$ cat src/common/mac_simd_pkg.sv
// Constants and types for the custom multiply and packed-lane datapath.
package mac_simd_pkg;

  // Opcodes of the custom instruction groups.
  localparam logic [6:0] opcode_branch_imm = 7'h0b;
  localparam logic [6:0] opcode_alu_mac    = 7'h2b;
  localparam logic [6:0] opcode_half_mul   = 7'h5b;

  // Function codes of the immediate branches.
  localparam logic [2:0] f3_branch_eq = 3'h6;
  localparam logic [2:0] f3_branch_ne = 3'h7;

  // Function codes of the full-width multiply-accumulate group.
  localparam logic [2:0] f3_full_mac   = 3'h3;
  localparam logic [6:0] f7_full_mac   = 7'h48;
  localparam logic [6:0] f7_full_msu   = 7'h49;

  // Function-3 codes of the half-word multiply group.
  localparam logic [2:0] f3_half_mul_s = 3'h4;
  localparam logic [2:0] f3_half_mul_u = 3'h5;
  localparam logic [2:0] f3_half_mac_s = 3'h6;
  localparam logic [2:0] f3_half_mac_u = 3'h7;

  // Instruction field positions.
  localparam int opcode_lsb   = 0;
  localparam int f3_lsb       = 12;
  localparam int cmp_imm_lsb  = 20;
  localparam int f7_lsb       = 25;
  localparam int shamt_lsb    = 25;
  localparam int variant_lsb  = 30;
  localparam int sign_bit     = 31;
  localparam int off_hi_lsb   = 25;
  localparam int off_lo_lsb   = 8;
  localparam int off_b11_bit  = 7;

  // Branch offset is scaled by one bit position.
  localparam int branch_shift = 1;

  // Variant select field encodings.
  localparam logic [1:0] variant_low      = 2'h0;
  localparam logic [1:0] variant_high     = 2'h1;
  localparam logic [1:0] variant_low_rnd  = 2'h2;
  localparam logic [1:0] variant_high_rnd = 2'h3;

  // Lane geometry.
  localparam int byte_w  = 8;
  localparam int half_w  = 16;
  localparam int n_bytes = 4;
  localparam int n_halfs = 2;

  // Packed-lane operation select.
  typedef enum logic [2:0] {
    simd_add = 3'h0,
    simd_sub = 3'h1,
    simd_and = 3'h2,
    simd_or  = 3'h3,
    simd_xor = 3'h4,
    simd_min = 3'h5,
    simd_max = 3'h6
  } simd_op_t;

  // Second operand source for packed-lane operations.
  typedef enum logic [1:0] {
    mode_vector             = 2'h0,
    scalar_replication_mode = 2'h1,
    mode_immediate          = 2'h3
  } simd_mode_t;

endpackage : mac_simd_pkg

$ cat src/hw/custom_mac_simd_datapath.sv
// Execute-stage datapath for immediate branches, multiply and packed lanes.
`timescale 1ns/1ns
`default_nettype none

module custom_mac_simd_datapath
  import mac_simd_pkg::*;
#(
  parameter bit custom_extension_enable_param = 1'b1
) (
  input  wire logic        clock,
  input  wire logic        nrst,
  input  wire logic        issue_valid,
  input  wire logic [31:0] instruction,
  input  wire logic [31:0] program_counter,
  input  wire logic [31:0] source_one,
  input  wire logic [31:0] source_two,
  input  wire logic [31:0] destination_old,
  input  wire logic        simd_valid,
  input  wire logic        simd_byte_lanes,
  input  wire logic [2:0]  simd_operation,
  input  wire logic [1:0]  simd_operand_mode,
  input  wire logic        simd_unsigned,
  input  wire logic [5:0]  simd_immediate,
  output logic             result_valid,
  output logic [31:0]      result,
  output logic             branch_taken,
  output logic [31:0]      branch_target,
  output logic             illegal_instruction
);

  // All state of the block, registered once per clock.
  // Every output is a flop so that the decode stage sees clean values.
  // Answers last exactly one cycle because the next state is rebuilt
  // from zero on every edge; nothing is remembered between issues.
  typedef struct packed {
    logic        result_valid;
    logic [31:0] result;
    logic        branch_taken;
    logic [31:0] branch_target;
    logic        illegal_instruction;
  } state_t;

  state_t state;
  state_t next_state;

  // Field map of the custom words, from the top bit down:
  // variant select in 31:30 and post shift in 29:25 for half multiplies,
  // function code seven in 31:25 for the full-width group,
  // second register or compare immediate in 24:20,
  // first register in 19:15, function code three in 14:12,
  // destination in 11:7 and opcode in 6:0.
  // Decoded fields.
  // The register fields are not decoded here: the register file has
  // already turned them into operand values on the source ports.
  // Fields are sliced unconditionally; the class flags decide which count.
  logic [6:0]  opcode;
  logic [2:0]  function_code_three;
  logic [6:0]  function_code_seven;
  logic [1:0]  variant_select_field;
  logic [4:0]  post_shift_amount;
  logic [4:0]  compare_immediate;
  logic [12:0] branch_offset;

  assign opcode               = instruction[opcode_lsb +: 7];
  assign function_code_three  = instruction[f3_lsb +: 3];
  assign function_code_seven  = instruction[f7_lsb +: 7];
  assign variant_select_field = instruction[variant_lsb +: 2];
  assign post_shift_amount    = instruction[shamt_lsb +: 5];
  assign compare_immediate    = instruction[cmp_imm_lsb +: 5];

  // Offset bits are scattered as in a standard conditional branch.
  // Bit 0 is always zero, which gives the left shift by one for free.
  assign branch_offset = {instruction[sign_bit],
                          instruction[off_b11_bit],
                          instruction[off_hi_lsb +: 6],
                          instruction[off_lo_lsb +: 4],
                          1'b0};

  // Instruction class recognition.
  // Only the fields that tell the classes apart are compared; the
  // accumulate group shares its opcode with other scalar extensions,
  // so both function codes must match before it counts as ours.
  logic is_branch;
  logic is_full_mac;
  logic is_half_mul;

  assign is_branch = (opcode == opcode_branch_imm) &&
                     (function_code_three == f3_branch_eq ||
                      function_code_three == f3_branch_ne);
  assign is_full_mac = (opcode == opcode_alu_mac) &&
                       (function_code_three == f3_full_mac) &&
                       (function_code_seven == f7_full_mac ||
                        function_code_seven == f7_full_msu);
  assign is_half_mul = (opcode == opcode_half_mul) &&
                       function_code_three[2];

  // Branch compare and target; the assembled offset carries bit 0 already.
  // The compare immediate is signed, so minus one matches all ones.
  // The adder wraps silently at the top of the address space.
  // The target is reported whether or not the branch is taken.
  logic [31:0] compare_value;
  logic        sources_equal;
  logic [31:0] target;

  assign compare_value = {{27{compare_immediate[4]}}, compare_immediate};
  assign sources_equal = (source_one == compare_value);
  assign target = program_counter +
                  {{19{branch_offset[12]}}, branch_offset};

  // Full-width product, low 32 bits only.
  // Signedness does not matter for the low half of a product, so one
  // unsigned multiplier serves both the accumulate and the subtract.
  // Accumulate and subtract both wrap modulo two to the 32, with no flag.
  logic [31:0] full_product;
  logic [31:0] full_mac_value;

  assign full_product = 32'(source_one * source_two);
  assign full_mac_value = (function_code_seven == f7_full_mac) ?
                          destination_old + full_product :
                          destination_old - full_product;

  // Half-word multiply operand selection and extension.
  // Operands are extended to the full sum width so that the product of
  // two negative or mixed-sign halves keeps its sign in the top bit.
  logic        half_signed;
  logic        half_high;
  logic        half_round;
  logic        half_accumulate;
  logic [15:0] half_a;
  logic [15:0] half_b;
  logic [33:0] ext_a;
  logic [33:0] ext_b;
  logic [33:0] half_sum;
  logic [33:0] round_const;
  logic [33:0] shifted;

  // The low function-code bit chooses unsigned, the middle one chooses
  // accumulate; bit 30 picks the high halves and bit 31 asks for rounding.
  assign half_signed = ~function_code_three[0];
  assign half_accumulate = function_code_three[1];
  assign half_high = variant_select_field[0];
  assign half_round = variant_select_field[1];

  // The high variants take the upper halves of both sources together.
  assign half_a = half_high ? source_one[31:16] : source_one[15:0];
  assign half_b = half_high ? source_two[31:16] : source_two[15:0];
  assign ext_a = half_signed ? {{18{half_a[15]}}, half_a} :
                               {18'h0, half_a};
  assign ext_b = half_signed ? {{18{half_b[15]}}, half_b} :
                               {18'h0, half_b};

  // A zero shift would ask for half a bit; it rounds by nothing instead.
  // Rounding adds half of the weight of the lowest kept bit, so the
  // result is rounded to nearest with ties going upwards.
  // The shift amount minus one cannot underflow: zero is caught first.
  assign round_const = (half_round && post_shift_amount != 5'h0) ?
                       34'(34'h1 << (post_shift_amount - 5'h1)) :
                       34'h0;

  // Extra headroom bits keep the pre-shift sum exact for both signs.
  // A signed sum fits in 33 bits and the 34th holds its sign; an unsigned sum stays within 33 unless accumulate and rounding together push it into the 34th.
  // Only the low 32 bits of the shifted sum reach the result, so a large
  // unsigned sum with a small shift drops its top bits, as in software.
  logic [33:0] acc_ext;

  assign acc_ext = half_accumulate ?
                   (half_signed ? {{2{destination_old[31]}}, destination_old}
                                : {2'h0, destination_old}) :
                   34'h0;
  assign half_sum = ext_a * ext_b + acc_ext + round_const;
  // The shift is logical for unsigned words and arithmetic for signed.
  assign shifted = half_signed ?
                   34'($signed(half_sum) >>> post_shift_amount) :
                   34'(half_sum >> post_shift_amount);

  // Packed-lane second operand.
  // The immediate is six bits wide and is widened to the lane width;
  // the unsigned flag selects zero extension for the operations that
  // want it, and sign extension is the default.
  logic [31:0] simd_op2;
  logic [15:0] imm_half;
  logic [7:0]  imm_byte;

  assign imm_half = simd_unsigned ? {10'h0, simd_immediate} :
                    {{10{simd_immediate[5]}}, simd_immediate};
  assign imm_byte = simd_unsigned ? {2'h0, simd_immediate} :
                    {{2{simd_immediate[5]}}, simd_immediate};

  // Lane zero always comes from the lowest bits of the source.
  // The unused mode code falls back to the vector operand rather than
  // producing an unknown value.
  always_comb begin
    unique case (simd_operand_mode)
      mode_vector: begin
        simd_op2 = source_two;
      end
      scalar_replication_mode: begin
        simd_op2 = simd_byte_lanes ? {n_bytes{source_two[7:0]}} :
                   {n_halfs{source_two[15:0]}};
      end
      mode_immediate: begin
        simd_op2 = simd_byte_lanes ? {n_bytes{imm_byte}} :
                   {n_halfs{imm_half}};
      end
      default: begin
        simd_op2 = source_two;
      end
    endcase
  end

  // Byte lanes, each wrapping on its own width.
  // Each lane has its own narrow adder, so a carry can never leave it;
  // this costs a few gates over one wide adder with blocked carries.
  logic [31:0] byte_result;
  logic [31:0] half_result;

  // One loop per lane width; the lane index is the loop variable.
  genvar lane;
  generate
    for (lane = 0; lane < n_bytes; lane++) begin : g_byte
      logic [7:0] a;
      logic [7:0] b;
      logic       less;
      assign a = source_one[lane*byte_w +: byte_w];
      assign b = simd_op2[lane*byte_w +: byte_w];
      assign less = simd_unsigned ? (a < b) : ($signed(a) < $signed(b));
      always_comb begin
        unique case (simd_op_t'(simd_operation))
          simd_add: byte_result[lane*byte_w +: byte_w] = a + b;
          simd_sub: byte_result[lane*byte_w +: byte_w] = a - b;
          simd_and: byte_result[lane*byte_w +: byte_w] = a & b;
          simd_or:  byte_result[lane*byte_w +: byte_w] = a | b;
          simd_xor: byte_result[lane*byte_w +: byte_w] = a ^ b;
          simd_min: byte_result[lane*byte_w +: byte_w] = less ? a : b;
          simd_max: byte_result[lane*byte_w +: byte_w] = less ? b : a;
          default:  byte_result[lane*byte_w +: byte_w] = a + b;
        endcase
      end
    end
    // Half-word lanes, built the same way on wider slices.
    // Both lane sets are always computed; the lane flag only picks one.
    for (lane = 0; lane < n_halfs; lane++) begin : g_half
      logic [15:0] a;
      logic [15:0] b;
      logic        less;
      assign a = source_one[lane*half_w +: half_w];
      assign b = simd_op2[lane*half_w +: half_w];
      assign less = simd_unsigned ? (a < b) : ($signed(a) < $signed(b));
      always_comb begin
        unique case (simd_op_t'(simd_operation))
          simd_add: half_result[lane*half_w +: half_w] = a + b;
          simd_sub: half_result[lane*half_w +: half_w] = a - b;
          simd_and: half_result[lane*half_w +: half_w] = a & b;
          simd_or:  half_result[lane*half_w +: half_w] = a | b;
          simd_xor: half_result[lane*half_w +: half_w] = a ^ b;
          simd_min: half_result[lane*half_w +: half_w] = less ? a : b;
          simd_max: half_result[lane*half_w +: half_w] = less ? b : a;
          default:  half_result[lane*half_w +: half_w] = a + b;
        endcase
      end
    end
  endgenerate

  // Choose the outcome of the issued operation; packed ops outrank decode.
  // Packed operations come with their own valid, so a scalar word that
  // happens to arrive together with one is ignored for that cycle.
  // With the extension off, only the immediate branches stay legal.
  // Unknown words are flagged as illegal and produce no result, and a
  // flagged word leaves the result at zero so nothing stale is written.
  always_comb begin
    next_state = '0;
    if (simd_valid) begin
      next_state.result_valid = custom_extension_enable_param;
      next_state.illegal_instruction = !custom_extension_enable_param;
      next_state.result = custom_extension_enable_param ?
        (simd_byte_lanes ? byte_result : half_result) : 32'h0;
    end else if (issue_valid) begin
      if (is_branch) begin
        next_state.branch_taken =
          (function_code_three == f3_branch_eq) ? sources_equal
                                                : !sources_equal;
        next_state.branch_target = target;
        next_state.result_valid = 1'b1;
      end else if ((is_full_mac || is_half_mul) &&
                   !custom_extension_enable_param) begin
        next_state.illegal_instruction = 1'b1;
      end else if (is_full_mac) begin
        next_state.result_valid = 1'b1;
        next_state.result = full_mac_value;
      end else if (is_half_mul) begin
        next_state.result_valid = 1'b1;
        next_state.result = shifted[31:0];
      end else begin
        next_state.illegal_instruction = 1'b1;
      end
    end
  end

  // Single register stage for every output.
  // The reset clears the whole state at once, so no answer survives it.
  // It acts without a clock, so the outputs go quiet at once.
  always_ff @(posedge clock or negedge nrst) begin
    if (!nrst) begin
      state <= '0;
    end else begin
      state <= next_state;
    end
  end

  // Outputs are straight copies of the registered state.
  // Keeping them in one struct makes it plain that they all change on
  // the same edge and that none of them is decoded after the flops.
  assign result_valid        = state.result_valid;
  assign result              = state.result;
  assign branch_taken        = state.branch_taken;
  assign branch_target       = state.branch_target;
  assign illegal_instruction = state.illegal_instruction;

endmodule : custom_mac_simd_datapath

`default_nettype wire

$ cat config.mk
export PLATFORM = sky130hd
export DESIGN_NAME = custom_mac_simd_datapath
export DESIGN_NICKNAME = d
export VERILOG_FILES = /design/src/common/mac_simd_pkg.sv /design/src/hw/custom_mac_simd_datapath.sv
export SDC_FILE = /design/constraint.sdc
export NUM_CORES = 2
export LEC_CHECK = 0
export BUFFER_PORTS_ARGS = -buffer_cell sky130_fd_sc_hd__buf_4
export CAP_MARGIN = 10
export CORE_UTILIZATION = 45
export CTS_CLUSTER_DIAMETER = 50
export DETAILED_ROUTE_END_ITERATION = 7
export PLACE_DENSITY_LB_ADDON = 0.1
export SYNTH_ARGS = -nofsm -noshare
export SYNTH_HDL_FRONTEND = slang
export SYNTH_SLANG_ARGS = --single-unit
$ cat constraint.sdc
create_clock -name clock -period 0.8 [get_ports clock]
set_clock_uncertainty 0.2 [all_clocks]
set_input_delay 0.16 -clock clock [delete_from_list [all_inputs] [get_ports clock]]
set_output_delay 0.16 -clock clock [all_outputs]
set_load 0.01 [all_outputs]
==> out/qor.txt <==
CTS tree -> built
Crit path max fanout -> 6
Wirelength per Cell -> 25.14 µm
Dpl cells -> 8496
Seq/Total Area, Yosys -> 0.03520
CORE AREA -> 0.1042 mm²
DR DRC count -> 1
Antenna Nets Post-Route -> 0
Finished Layout Cells -> 8651
Yosys Warn Count -> 0
Top post-synthesis cells by count -> inv_1 (1114), fa_1 (871), nand2_1 (705)
Highest Clock Rate -> 0.1169 GHz
Post-CTS Hold Buffers -> 1
Area growth syn-to-layout -> 39.62%
Vias per Instance -> 5.503
Max Slew Vio Count -> 0
Drt initial violations -> 3888
Crit end category -> flop
Outcome -> complete, but fails checks
Slew @ Worst Pin -> 0.7671 ns
Seq. cell area -> 0.001680 mm²
Rows -> 118
Fraction of layout instances using a drive strength above 1 -> 0.3234
DR vias -> 47.61k
Number of synthesized flops with an enable pin -> 0
First-pass GRT wire length -> 317.1 mm
HP Class -> in -> reg
Area of the multi-input gates -> 0.04377 mm²
Routed wire length -> 217.5 mm
Post-synthesis cell area -> 0.04764 mm²
# IOs -> 244
Post-synth ARST share -> 1.000
CTS Buffer Depth -> 2
CP Launch Type -> primary input
Slowest cell delay on critical path -> 0.55 ns
Clock transition at path regs -> 0.07 ns
Avg Cell Area, Syn -> 8.227 µm²
Worst setup path end -> result[27]
Num Clock Sinks -> 67
Synthesized instance count -> 5790
Post-DP HPWL -> 182.8 mm
Depth of the CTS H-tree -> 3
All-Layer GR Usage -> 0.4038
Overflow after GRT -> 0
Area of placed instances -> 0.06114 mm²
Final Instance Area -> 0.06651 mm²
Hold_ws -> -0.2195 ns
Slowest CP cell -> fa_1
Syn nets -> 7257
Die Y -> 327.4 µm
Tcrit/Tclk final -> 10.69
Net count, final -> 8728
Drt pass-1 iters -> 8
GP Congestion -> 1.050
Clock Tree Root -> clkbuf_16
Post-layout minimum cycle time -> 8.556 ns
Starting Density -> 0.4570
Die X-Extent -> 327.4 µm
Initial antenna violation count -> 9
Largest net degree at the start of global routing -> 39
Worst setup path start -> source_one[15]
Required time of the critical path -> 0.85 ns
RSZ-0062 raised after global routing -> yes
Num CTS Buffers -> 9
Count leader, synth -> inv_1
Violated checks -> design-rule violations, negative hold slack, negative setup slack
Relative slew margins -> 0.4886
Post-route setup slack -> -7.756 ns
Die footprint -> 0.1072 mm²
Crit path top cell by count -> fa_1
Crit path kind -> in -> reg
Pre-CTS setup slack -> -8.532 ns
Final setup fails -> 166
Area share of the largest cell type after synthesis -> 0.3660
Arrival @ worst endpoint -> 8.61 ns
Final hold vios -> 4
Vias in the first global route -> 49.74k
Predominant post-synthesis flop cell -> dfrtp_1
FF+latch count, synth -> 67
IO Port Bufs -> 238
Layout fillers -> 9166
Max-cap violations -> 0
Yosys cell types -> 98
Top post-synthesis cells by area -> fa_1 (37%), ha_1 (11%), inv_1 (8.8%)
Area leader, netlist -> fa_1
==> cells in the final DEF, fill, tap and decap left out, types with 70 or more instances in the layout <==
cell type     n
a21o_1       70
a21oi_1     215
and2_1      274
buf_4      1525
buf_6       156
fa_1        834
ha_1        356
inv_1      1067
nand2_1     683
nor2_1      306
o21ai_0     119
xnor2_1     179
xor2_1       79
==> how the worst min path moves through the flow <==
stage	startpoint	to	slack (ns)	cells past startpoint
detailed placement	nrst	branch_target[0]	-0.04	2
global placement	nrst	branch_target[0]	-0.05	2
floorplan	nrst	branch_taken	-0.34	0
finish	issue_valid	result_valid	-0.22	3
CTS	issue_valid	result_valid	-0.21	3
global route	issue_valid	result_valid	-0.21	3
==> cell families after synthesis <==
family / Yosys count / share of synthesized area
fa+ha+maj: 1290 / 0.4761
flops: 67 / 0.03520
xor+xnor: 297 / 0.05595
simple gates: 1623 / 0.1563
buf+inv: 1417 / 0.1119
mux: 109 / 0.02595
compound gates: 987 / 0.1386
==> per-stage QoR <==
stage / TNS [ns] / util
after floorplan: -279.01 / -
after global placement: -330.02 / 0.5866
after detailed placement: -331.83 / 0.5866
after CTS: -308.74 / 0.6142
after global routing: -326.55 / 0.6380
final: -316.14 / 0.6381
==> per-layer routing <==
metal / vias up / GRT usage / part of all wire
met3: 530 / 0.07291 / 0.080
met4: 6 / 0.2286 / 0.073
li1: 21245 / - / -
met2: 2093 / 0.6637 / 0.46
met5: - / 0 / 0.00020
met1: 23731 / 0.4995 / 0.39
==> registers in the layout, summed over array words and instances, names as in the netlist <==
name                 cells
result                  32
result_valid             1
illegal_instruction      1
branch_target           32
branch_taken             1
==> layout make-up <==
cell class                 count  area share
antenna                        5   0.0001881
clock buffer                  11    0.003499
clock inverter                 5   0.0004515
inverter                    1116     0.06381
multi-input combinational   4307      0.6582
sequential                    67     0.02527
tap                         1380     0.02596
timing repair buffer        1759      0.2225
timing repair inverter         1   0.0001129
==> worst max-delay path: cells and delay by family <==
kind	cells	cell delay, ns
and+or+nand+nor	4	1.01
xor gates and xnor gates	1	0.12
adders and majority gates	9	4.23
AOI/OAI and AO/OA	8	1.43
muxes	2	0.79
buffers and inverters	7	0.82
==> what timing repair did <==
item / CTS / global route
endpoints found under the setup margin: 134 / 168
pin swaps: 192 / 211
cloned: 7 / 9
buffers inserted: 49 / 82
hold endpoints to repair: 72 / 4
resized for setup: 453 / 368
Power is left out: the tool's default activity adds up to more than one toggle a clock period on the data nets, which glitch-free logic cannot reach.
